**config.mk**
```make
export PLATFORM = sky130hd
export DESIGN_NAME = gpio_edge_interrupt_port
export DESIGN_NICKNAME = d
export VERILOG_FILES = /design/src/design/gpio_pkg.sv /design/src/design/gpio_edge_interrupt_port.sv
export SDC_FILE = /design/constraint.sdc
export NUM_CORES = 1
export LEC_CHECK = 0
export BUFFER_PORTS_ARGS = -buffer_cell sky130_fd_sc_hd__buf_2
export CAP_MARGIN = 25
export CORE_ASPECT_RATIO = 0.9
export CORE_MARGIN = 4
export CORE_UTILIZATION = 30
export DETAILED_ROUTE_END_ITERATION = 12
export GPL_TIMING_DRIVEN = 0
export PLACE_DENSITY = 0.56
export RECOVER_POWER = 50
export SYNTH_ARGS = -nofsm -noshare
export SYNTH_HDL_FRONTEND = slang
export SYNTH_SLANG_ARGS = --single-unit
export TNS_END_PERCENT = 30
```
**constraint.sdc**
```tcl
create_clock -name clk_sys -period 1.55 [get_ports clk_sys]
set_input_delay 0 -clock clk_sys [delete_from_list [all_inputs] [get_ports clk_sys]]
set_output_delay 0 -clock clk_sys [all_outputs]
set_load 0.02 [all_outputs]
```
**src/design/gpio_pkg.sv**
```systemverilog
// Purpose: Shared constants for the edge interrupt and second port block.
// Assumes: Eight-bit register bus with byte offsets as listed here.
// Notes: Second port implements pins 7 and 6 only.
package gpio_pkg;
   // ----------------------------------------------------------------
   // Bus widths
   // ----------------------------------------------------------------
   localparam int ADDR_W = 8;
   localparam int DATA_W = 8;
   localparam int P1_W = 8;
   localparam int P2_W = 2;
   localparam int P2_LSB = 6;
   localparam int P2_MSB = 7;

   // ----------------------------------------------------------------
   // Register offsets
   // ----------------------------------------------------------------
   localparam logic [7:0] OFF_P1_PULL_EN = 8'h1c;
   localparam logic [7:0] OFF_POLARITY = 8'h1d;
   localparam logic [7:0] OFF_IRQ_EN = 8'h1e;
   localparam logic [7:0] OFF_IRQ_FLAGS = 8'h1f;
   localparam logic [7:0] OFF_P2_DATA = 8'h28;
   localparam logic [7:0] OFF_P2_PIN_IN = 8'h29;
   localparam logic [7:0] OFF_P2_DIR = 8'h2a;
   localparam logic [7:0] OFF_P2_LOW_DRV = 8'h2b;
   localparam logic [7:0] OFF_P2_PULL_EN = 8'h2c;

   // ----------------------------------------------------------------
   // Reset values
   // ----------------------------------------------------------------
   localparam logic [7:0] RST_P1_PULL_EN = 8'h00;
   localparam logic [7:0] RST_POLARITY = 8'h00;
   localparam logic [7:0] RST_IRQ_EN = 8'h00;
   localparam logic [7:0] RST_IRQ_FLAGS = 8'h00;
   localparam logic [1:0] RST_P2_DATA = 2'h0;
   localparam logic [1:0] RST_P2_DIR = 2'h0;
   localparam logic [1:0] RST_P2_LOW_DRV = 2'h0;
   localparam logic [1:0] RST_P2_PULL_EN = 2'h0;
   localparam logic [7:0] READ_NONE = 8'h00;

   // ----------------------------------------------------------------
   // Timing
   // ----------------------------------------------------------------
   localparam int SETTLE_BUS_CYCLES = 2;
endpackage

```
**src/design/gpio_edge_interrupt_port.sv**
```systemverilog
// Purpose: Edge interrupt control for an eight-pin port and the data,
//    input, direction, drive and pull registers of a two-pin port.
// Assumes: Pin inputs change relative to clk_sys; they are resynchronised.
// Notes: Read data appear one cycle after the read strobe and only then.
//
// How it works
// RULE_01 - Polarity clear: falling edge sets flag.
// RULE_02 - Polarity set: rising edge sets flag.
// RULE_03 - Polarity also picks pull-up or pull-down.
// RULE_04 - Enable bit gates each flag's request.
// RULE_05 - Active edge sets the pin's flag.
// RULE_06 - Writing one clears a flag; zero keeps.
// RULE_07 - Request while any enabled flag set.
// RULE_08 - Data read: latch if output, else pin.
// RULE_09 - Input register shows pins, ignores writes.
// RULE_10 - Direction bit: zero input, one output.
// RULE_11 - Reads settle two cycles after direction change.
// RULE_12 - Low-drive bit matters only for outputs.
// RULE_13 - Pull enable acts on inputs only.
// RULE_14 - First port pulls enabled per bit, off.
// RULE_15 - Two-stage sync, edge compare, set wins.
//
// The address-and-strobe port is this design's own decision.
`timescale 1ns/1ps
module gpio_edge_interrupt_port (
   input wire logic clk_sys,
   input wire logic arst_n,
   input wire logic [gpio_pkg::ADDR_W-1:0] bus_addr,
   input wire logic [gpio_pkg::DATA_W-1:0] bus_wdata,
   input wire logic bus_wr,
   input wire logic bus_rd,
   output logic [gpio_pkg::DATA_W-1:0] bus_rdata,
   output logic irq,
   input wire logic [gpio_pkg::P1_W-1:0] p1_pin_in,
   input wire logic [gpio_pkg::P1_W-1:0] p1_pin_is_output,
   output logic [gpio_pkg::P1_W-1:0] p1_pull_up,
   output logic [gpio_pkg::P1_W-1:0] p1_pull_down,
   input wire logic [gpio_pkg::P2_W-1:0] p2_pin_in,
   output logic [gpio_pkg::P2_W-1:0] p2_pin_out,
   output logic [gpio_pkg::P2_W-1:0] p2_pin_oe,
   output logic [gpio_pkg::P2_W-1:0] p2_low_drive,
   output logic [gpio_pkg::P2_W-1:0] p2_pull_en
);
   import gpio_pkg::*;

   // ----------------------------------------------------------------
   // Decode helpers
   // ----------------------------------------------------------------
   function automatic logic hit(input logic [ADDR_W-1:0] a,
                                input logic [7:0] off);
      hit = (a == off);
   endfunction

   function automatic logic [DATA_W-1:0] p2_word(input logic [1:0] v);
      p2_word = {v, 6'h00};
   endfunction

   logic [P1_W-1:0] first_port_polarity_bits_reg;
   logic [P1_W-1:0] first_port_irq_enable_bits_reg;
   logic [P1_W-1:0] first_port_irq_flag_bits_reg;
   logic [P1_W-1:0] first_port_irq_flag_bits_next;
   logic [P1_W-1:0] first_port_pull_enable_bits_reg;
   logic [P2_W-1:0] second_port_data_bits_reg;
   logic [P2_W-1:0] second_port_direction_bits_reg;
   logic [P2_W-1:0] second_port_low_drive_bits_reg;
   logic [P2_W-1:0] second_port_pull_enable_bits_reg;
   logic [P1_W-1:0] p1_meta_reg;
   logic [P1_W-1:0] p1_sync_reg;
   logic [P1_W-1:0] p1_prev_reg;
   logic [2:0] sync_fill_reg;
   logic [P2_W-1:0] p2_meta_reg;
   logic [P2_W-1:0] second_port_pin_levels;
   logic [P1_W-1:0] fall_ev;
   logic [P1_W-1:0] rise_ev;
   logic [P1_W-1:0] set_ev;
   logic [P1_W-1:0] clr_mask;
   logic [P2_W-1:0] p2_data_view;
   logic [DATA_W-1:0] rd_next;
   logic irq_reg;

   // ----------------------------------------------------------------
   // Pin synchronisers
   // ----------------------------------------------------------------
   // RULE_15 two-stage sync
   always_ff @(posedge clk_sys or negedge arst_n) begin
      if (!arst_n) begin
         p1_meta_reg <= 8'h00;
         p1_sync_reg <= 8'h00;
         p1_prev_reg <= 8'h00;
         sync_fill_reg <= 3'h0;
      end else begin
         p1_meta_reg <= p1_pin_in;
         p1_sync_reg <= p1_meta_reg;
         p1_prev_reg <= p1_sync_reg;
         sync_fill_reg <= {sync_fill_reg[1:0], 1'b1};
      end
   end

   // RULE_11 sync settle delay
   always_ff @(posedge clk_sys or negedge arst_n) begin
      if (!arst_n) begin
         p2_meta_reg <= 2'h0;
         second_port_pin_levels <= 2'h0;
      end else begin
         p2_meta_reg <= p2_pin_in;
         second_port_pin_levels <= p2_meta_reg;
      end
   end

   // ----------------------------------------------------------------
   // Edge detection and flags
   // ----------------------------------------------------------------
   // Until the pipeline has refilled after reset the older sample holds
   // the reset value, not the pin, so a false edge would follow reset.
   // RULE_15 compare consecutive samples
   assign fall_ev = (p1_prev_reg & ~p1_sync_reg) & {P1_W{sync_fill_reg[2]}};
   assign rise_ev = (~p1_prev_reg & p1_sync_reg) & {P1_W{sync_fill_reg[2]}};
   // RULE_01 falling edge when clear
   // RULE_02 rising edge when set
   assign set_ev = (fall_ev & ~first_port_polarity_bits_reg) |
                   (rise_ev & first_port_polarity_bits_reg);
   // RULE_06 write one clears
   assign clr_mask = (bus_wr && hit(bus_addr, OFF_IRQ_FLAGS)) ?
                     bus_wdata : 8'h00;

   // Set is applied after the clear so an edge in the clearing cycle
   // survives; software never loses an event this way.
   // RULE_05 edge sets flag
   // RULE_15 set beats clear
   always_comb begin
      first_port_irq_flag_bits_next =
         (first_port_irq_flag_bits_reg & ~clr_mask) | set_ev;
   end

   always_ff @(posedge clk_sys or negedge arst_n) begin
      if (!arst_n) begin
         first_port_irq_flag_bits_reg <= RST_IRQ_FLAGS;
      end else begin
         first_port_irq_flag_bits_reg <= first_port_irq_flag_bits_next;
      end
   end

   // RULE_04 enable masks flag
   // RULE_07 any enabled flag requests
   always_ff @(posedge clk_sys or negedge arst_n) begin
      if (!arst_n) begin
         irq_reg <= 1'b0;
      end else begin
         irq_reg <= |(first_port_irq_flag_bits_reg &
                      first_port_irq_enable_bits_reg);
      end
   end
   assign irq = irq_reg;

   // ----------------------------------------------------------------
   // Configuration registers
   // ----------------------------------------------------------------
   always_ff @(posedge clk_sys or negedge arst_n) begin
      if (!arst_n) begin
         first_port_polarity_bits_reg <= RST_POLARITY;
         first_port_irq_enable_bits_reg <= RST_IRQ_EN;
         first_port_pull_enable_bits_reg <= RST_P1_PULL_EN;
      end else if (bus_wr) begin
         if (hit(bus_addr, OFF_POLARITY)) begin
            first_port_polarity_bits_reg <= bus_wdata;
         end
         if (hit(bus_addr, OFF_IRQ_EN)) begin
            first_port_irq_enable_bits_reg <= bus_wdata;
         end
         // RULE_14 first port pull enable
         if (hit(bus_addr, OFF_P1_PULL_EN)) begin
            first_port_pull_enable_bits_reg <= bus_wdata;
         end
      end
   end

   // Writes to the pin input offset match no branch and are dropped.
   // RULE_09 writes ignored
   // RULE_10 direction register
   always_ff @(posedge clk_sys or negedge arst_n) begin
      if (!arst_n) begin
         second_port_data_bits_reg <= RST_P2_DATA;
         second_port_direction_bits_reg <= RST_P2_DIR;
         second_port_low_drive_bits_reg <= RST_P2_LOW_DRV;
         second_port_pull_enable_bits_reg <= RST_P2_PULL_EN;
      end else if (bus_wr) begin
         if (hit(bus_addr, OFF_P2_DATA)) begin
            second_port_data_bits_reg <= bus_wdata[P2_MSB:P2_LSB];
         end
         if (hit(bus_addr, OFF_P2_DIR)) begin
            second_port_direction_bits_reg <= bus_wdata[P2_MSB:P2_LSB];
         end
         if (hit(bus_addr, OFF_P2_LOW_DRV)) begin
            second_port_low_drive_bits_reg <= bus_wdata[P2_MSB:P2_LSB];
         end
         if (hit(bus_addr, OFF_P2_PULL_EN)) begin
            second_port_pull_enable_bits_reg <= bus_wdata[P2_MSB:P2_LSB];
         end
      end
   end

   // ----------------------------------------------------------------
   // Pad controls
   // ----------------------------------------------------------------
   // RULE_03 polarity selects pull
   // RULE_14 pull only on inputs
   always_ff @(posedge clk_sys or negedge arst_n) begin
      if (!arst_n) begin
         p1_pull_up <= 8'h00;
         p1_pull_down <= 8'h00;
      end else begin
         p1_pull_up <= first_port_pull_enable_bits_reg &
                       ~first_port_polarity_bits_reg & ~p1_pin_is_output;
         p1_pull_down <= first_port_pull_enable_bits_reg &
                         first_port_polarity_bits_reg & ~p1_pin_is_output;
      end
   end

   // All pad controls share one register stage so that enable, drive
   // strength and pull never disagree for a cycle.
   // RULE_10 one drives pin
   // RULE_12 low drive on outputs
   // RULE_13 pull on inputs only
   always_ff @(posedge clk_sys or negedge arst_n) begin
      if (!arst_n) begin
         p2_pin_out <= 2'h0;
         p2_pin_oe <= 2'h0;
         p2_low_drive <= 2'h0;
         p2_pull_en <= 2'h0;
      end else begin
         p2_pin_out <= second_port_data_bits_reg;
         p2_pin_oe <= second_port_direction_bits_reg;
         p2_low_drive <= second_port_low_drive_bits_reg &
                         second_port_direction_bits_reg;
         p2_pull_en <= second_port_pull_enable_bits_reg &
                       ~second_port_direction_bits_reg;
      end
   end

   // ----------------------------------------------------------------
   // Read path
   // ----------------------------------------------------------------
   // RULE_08 output latch or pin
   assign p2_data_view =
      (second_port_data_bits_reg & second_port_direction_bits_reg) |
      (second_port_pin_levels & ~second_port_direction_bits_reg);

   always_comb begin
      rd_next = READ_NONE;
      if (bus_rd) begin
         unique case (bus_addr)
            OFF_P1_PULL_EN: rd_next = first_port_pull_enable_bits_reg;
            OFF_POLARITY: rd_next = first_port_polarity_bits_reg;
            OFF_IRQ_EN: rd_next = first_port_irq_enable_bits_reg;
            OFF_IRQ_FLAGS: rd_next = first_port_irq_flag_bits_reg;
            OFF_P2_DATA: rd_next = p2_word(p2_data_view);
            // RULE_09 always pin levels
            OFF_P2_PIN_IN: rd_next = p2_word(second_port_pin_levels);
            OFF_P2_DIR: rd_next = p2_word(second_port_direction_bits_reg);
            OFF_P2_LOW_DRV: rd_next = p2_word(second_port_low_drive_bits_reg);
            OFF_P2_PULL_EN:
               rd_next = p2_word(second_port_pull_enable_bits_reg);
            default: rd_next = READ_NONE;
         endcase
      end
   end

   always_ff @(posedge clk_sys or negedge arst_n) begin
      if (!arst_n) begin
         bus_rdata <= READ_NONE;
      end else begin
         bus_rdata <= rd_next;
      end
   end
endmodule

```
* After elaboration in Yosys (flattened, before gate mapping)
Index checks and enable logic that the tools add are counted.
Cells by class: equality and inequality tests 9, mux-type cells 3, reductions and logical operators 9, bitwise operators 25
Operator list (number):
- 8-bit AND | 12
- 8-bit case mux with 9 select lines | 1
- 8-bit by 6-bit == test with 1-bit output, second input constant | 5
- 8-bit NOT | 5
- 8-bit by 5-bit == test with 1-bit output, second input constant | 4
- 8-bit 2-to-1 mux | 2
- 8-bit OR | 2
- 2-bit AND reduction | 7
- 2-bit AND | 4
- 8-bit OR reduction | 1
- 2-bit NOT | 1
- 2-bit OR | 1
- 1-bit logical AND | 1
Word-level totals: bits of input ports 38, bits in registers 104, logic and storage cells 68

* Longest topological paths before layout
word-level depth 6, depth in mapped cells 6, mapped depth without buffers 4

* Worst setup path after synthesis
Ideal clock, no wire load.
kind input-to-reg, start input port bus_addr[7] in the netlist's numbering, end register first_port_irq_enable_bits_reg[0], slack 0.215 ns, path buffers 0, required time 1.425 ns, setup time 0.125 ns, arrival time 1.210 ns, cell stages on the path 4, cell sequence nor3b_1 -> nand2_2 -> nor3_4 -> mux2_2
On the way: longest elaborated chain between the ends 2
RTL lines:
- start: declaration | RTL line gpio_edge_interrupt_port.sv:28 | input wire logic [gpio_pkg::ADDR_W-1:0] bus_addr,
- 8-bit by 5-bit == test with 1-bit output | RTL line gpio_edge_interrupt_port.sv:51 | hit = (a == off);
- 2-bit AND reduction (no source line)
- end signal: assignment | RTL line gpio_edge_interrupt_port.sv:168 | first_port_irq_enable_bits_reg <= bus_wdata;
- end: declaration | RTL line gpio_edge_interrupt_port.sv:59 | logic [P1_W-1:0] first_port_irq_enable_bits_reg;
Every way passes these cells. A chain may end at the register's enable or synchronous reset.

* Worst setup path after layout
start input port bus_addr[7] in the netlist's numbering, end register first_port_polarity_bits_reg[4]
On the way: longest elaborated chain between the ends 2
RTL lines:
- 8-bit by 5-bit == test with 1-bit output | RTL line gpio_edge_interrupt_port.sv:51
- 2-bit AND reduction (no source line)
- end signal: assignment | RTL line gpio_edge_interrupt_port.sv:165 | first_port_polarity_bits_reg <= bus_wdata;
- end: declaration | RTL line gpio_edge_interrupt_port.sv:58 | logic [P1_W-1:0] first_port_polarity_bits_reg;
Every way passes these cells.

==> flow_summary.toml <==
[yosys]
synthArstFlopShare = 1.000
synth.top_cell.area_share = 0.6464
ys_seq_area_frac = 0.6464
synthCells = 279
synth_edf_count = 0
ys_ff_latch = 104
synth_ff_type = "dfrtp_1"
yosysWarningCount = 0
yosys.cell_types.count = 43
yosys-top-cells-area = "dfrtp_1 65%, mux2_2 7.8%, mux4_2 3.9%"
synth_top_cell_by_area = "dfrtp_1"
syn_area_um2 = 4026
synth_most_common_cell = "dfrtp_1"
ys_top_cells_by_count = "104 x dfrtp_1, 29 x nand2_1, 28 x mux2_2"
syn-num-nets = 317
avgSynthCellArea_um2 = 14.43

[detailed_routing]
viasPerCell = 4.628
drc = 0
vias = 2550
drt_iter0_drc = 115
firstDrtPassIters = 4
wire_per_inst_um = 15.81
drtAntennaViolNets = 0
drt-total-wl_um = 8714

[clock_tree]
ctsLongestPathBuffers = 2
ctsHoldBuffers = 26
root_buffer = "clkbuf_16"
cts_buffers = 9
cts.sinks = 104
htree_levels = 3
cts_tree = "yes"
clock_latency_ps = 340
clk_pin_slew_ps = 70
cts_resized = 0
postCtsSetupBuffers = 0

[floorplanning]
rows = 39
core-area_um2 = 12930
start_util = 0.3114
fp.dieH_um = 117.9
die_w_um = 130.1
pin_count = 71
die-area_um2 = 15340

[setup_path]
start_kind = "input pin"
required_ps = 1780
critPathKind = "input pin to flop"
crit_path_end_kind = "flop"
cp_max_fo = 8
crit_arrival_ps = 1680
max_stage_delay_ps = 530
critPathSlowestCell = "nor3_4"
crit_chain = "buf_2 -> nor3b_1 -> nand2_2 -> nor3_4 -> mux2_2"
crit_family = "simple AND/OR/NAND/NOR gates"
cp_num_buf_inv = 1

[power_and_ir_drop]
p_per_area_nw_per_um2 = 1056
finalPower_mw = 5.370
peakVddDrop_uv = 591.9
p_leak_nw = 2.363

[sta]
rsz0062_at_grt = "false"
min_period_ps = 1454
clock.fmax_mhz = 687.7
worst_slack_ps = 95.84
max_slew_margin = 0.3031
hold_viol_final = 0
setup_viol = 0
tightestPinTransition_ps = 1045
finClkSkew_ps = 7.719
min_period_over_period = 0.9382
finalSetupTns_ps = 0
slew_violations = 0

[run_status]
outcome = "finished clean"

[global_route]
grt-ovfl-total = 0
use_met3 = 0.04537
met1_usage = 0.1597
grt_pass1_wl_um = 14460
grtUsageMet2 = 0.1894
track_usage = 0.1219
grt_max_degree = 65
grt-busiest-layer = "met2"
antenna_found_initial = 0
grt_pass1_vias = 2760

[placed_design]
numPortBuffers = 68
place_congestion = 0.8430
pre_cts_ws_ps = -273.2
place_hpwl_um = 5943

[final_layout]
n_fill_cell = 1240
antenna_cells = 0
finish.utilization = 0.3934
multi_input_area_um2 = 1351
num-nets-final = 423
layout-drive-gt1-share = 0.2739
syn_to_final_growth_pct = 26.35
regArea_um2 = 2603

[run]
drv_cap = 0

[worst_hold_path]
min_path_type = "input pin to flop"
[stage by stage]
step / hold slack [ps] / cell area (µm²) / instances
6_report: 9.779 / 5087 / 551
5_1_grt: 8.862 / 5087 / 551
4_1_cts: 4.814 / 5122 / 551
3_5_place_dp: 14.88 / 4602 / 512
3_3_place_gp: 109.5 / 4572 / 511
2_1_floorplan: -295.6 / 4026 / 279
[final timing paths]
kind | from | end | slack, ps | cells past startpoint
worst max-delay path | bus_addr[7] | first_port_polarity_bits_reg[4] | 100 | 5
worst min-delay path | bus_wdata[6] | second_port_low_drive_bits_reg[0] | 10 | 2
worst max register to register | first_port_polarity_bits_reg[7] | bus_rdata[7] | 130 | 3
worst min register to register | p1_meta_reg[5] | p1_sync_reg[5] | 350 | 0
max in group asynchronous | arst_n | p1_pull_up[7] | 320 | 3
min in group asynchronous | arst_n | p1_pull_up[5] | 370 | 2
[cells in the final DEF, fill, tap and decap left out, types with 5 or more instances in the layout]
| master | count |
|---|---|
| dlygate4sd3_1 | 26 |
| mux4_2 | 7 |
| o21ai_0 | 12 |
| mux2_2 | 28 |
| clkbuf_1 | 26 |
| a22o_1 | 8 |
| nor2_1 | 11 |
| clkbuf_16 | 9 |
| buf_2 | 41 |
| nor2b_1 | 8 |
| nand2_1 | 29 |
| and3b_1 | 9 |
| a22oi_1 | 5 |
| dfrtp_1 | 104 |
| nor3b_1 | 9 |
[area by class of cell]
cell class                 count  share of cell area
sequential                   104              0.5116
clock inverter                 3            0.004181
clock buffer                  10             0.04697
inverter                       1           0.0007378
buffer                         7             0.01353
timing repair buffer          95              0.1171
multi-input combinational    167              0.2656
tap                          164             0.04033
[per-layer routing]
metal  up-vias  wire (µm)
li1       1217          -
met1      1271       3974
met2        58       4130
met3         4        523
met4         0         85
met5         -          0
[kinds of logic (layout without fill, tap and decap cells)]
family                 after synthesis  count (layout)  synth area share
and+or+nand+nor                     93              93            0.1479
buffers and inverters                8             116           0.01802
other                                1               1         0.0009314
muxes                               40              40            0.1311
AOI/OAI and AO/OA                   33              33           0.05563
DFF                                104             104            0.6464
[report_power, final]
part           internal [mW]  switching, mW  leakage (nW)
registers               2.82         0.0711          1.33
logic                  0.208          0.222         0.906
clock network           1.11          0.946         0.126
Power figures use the tool's default switching activity.
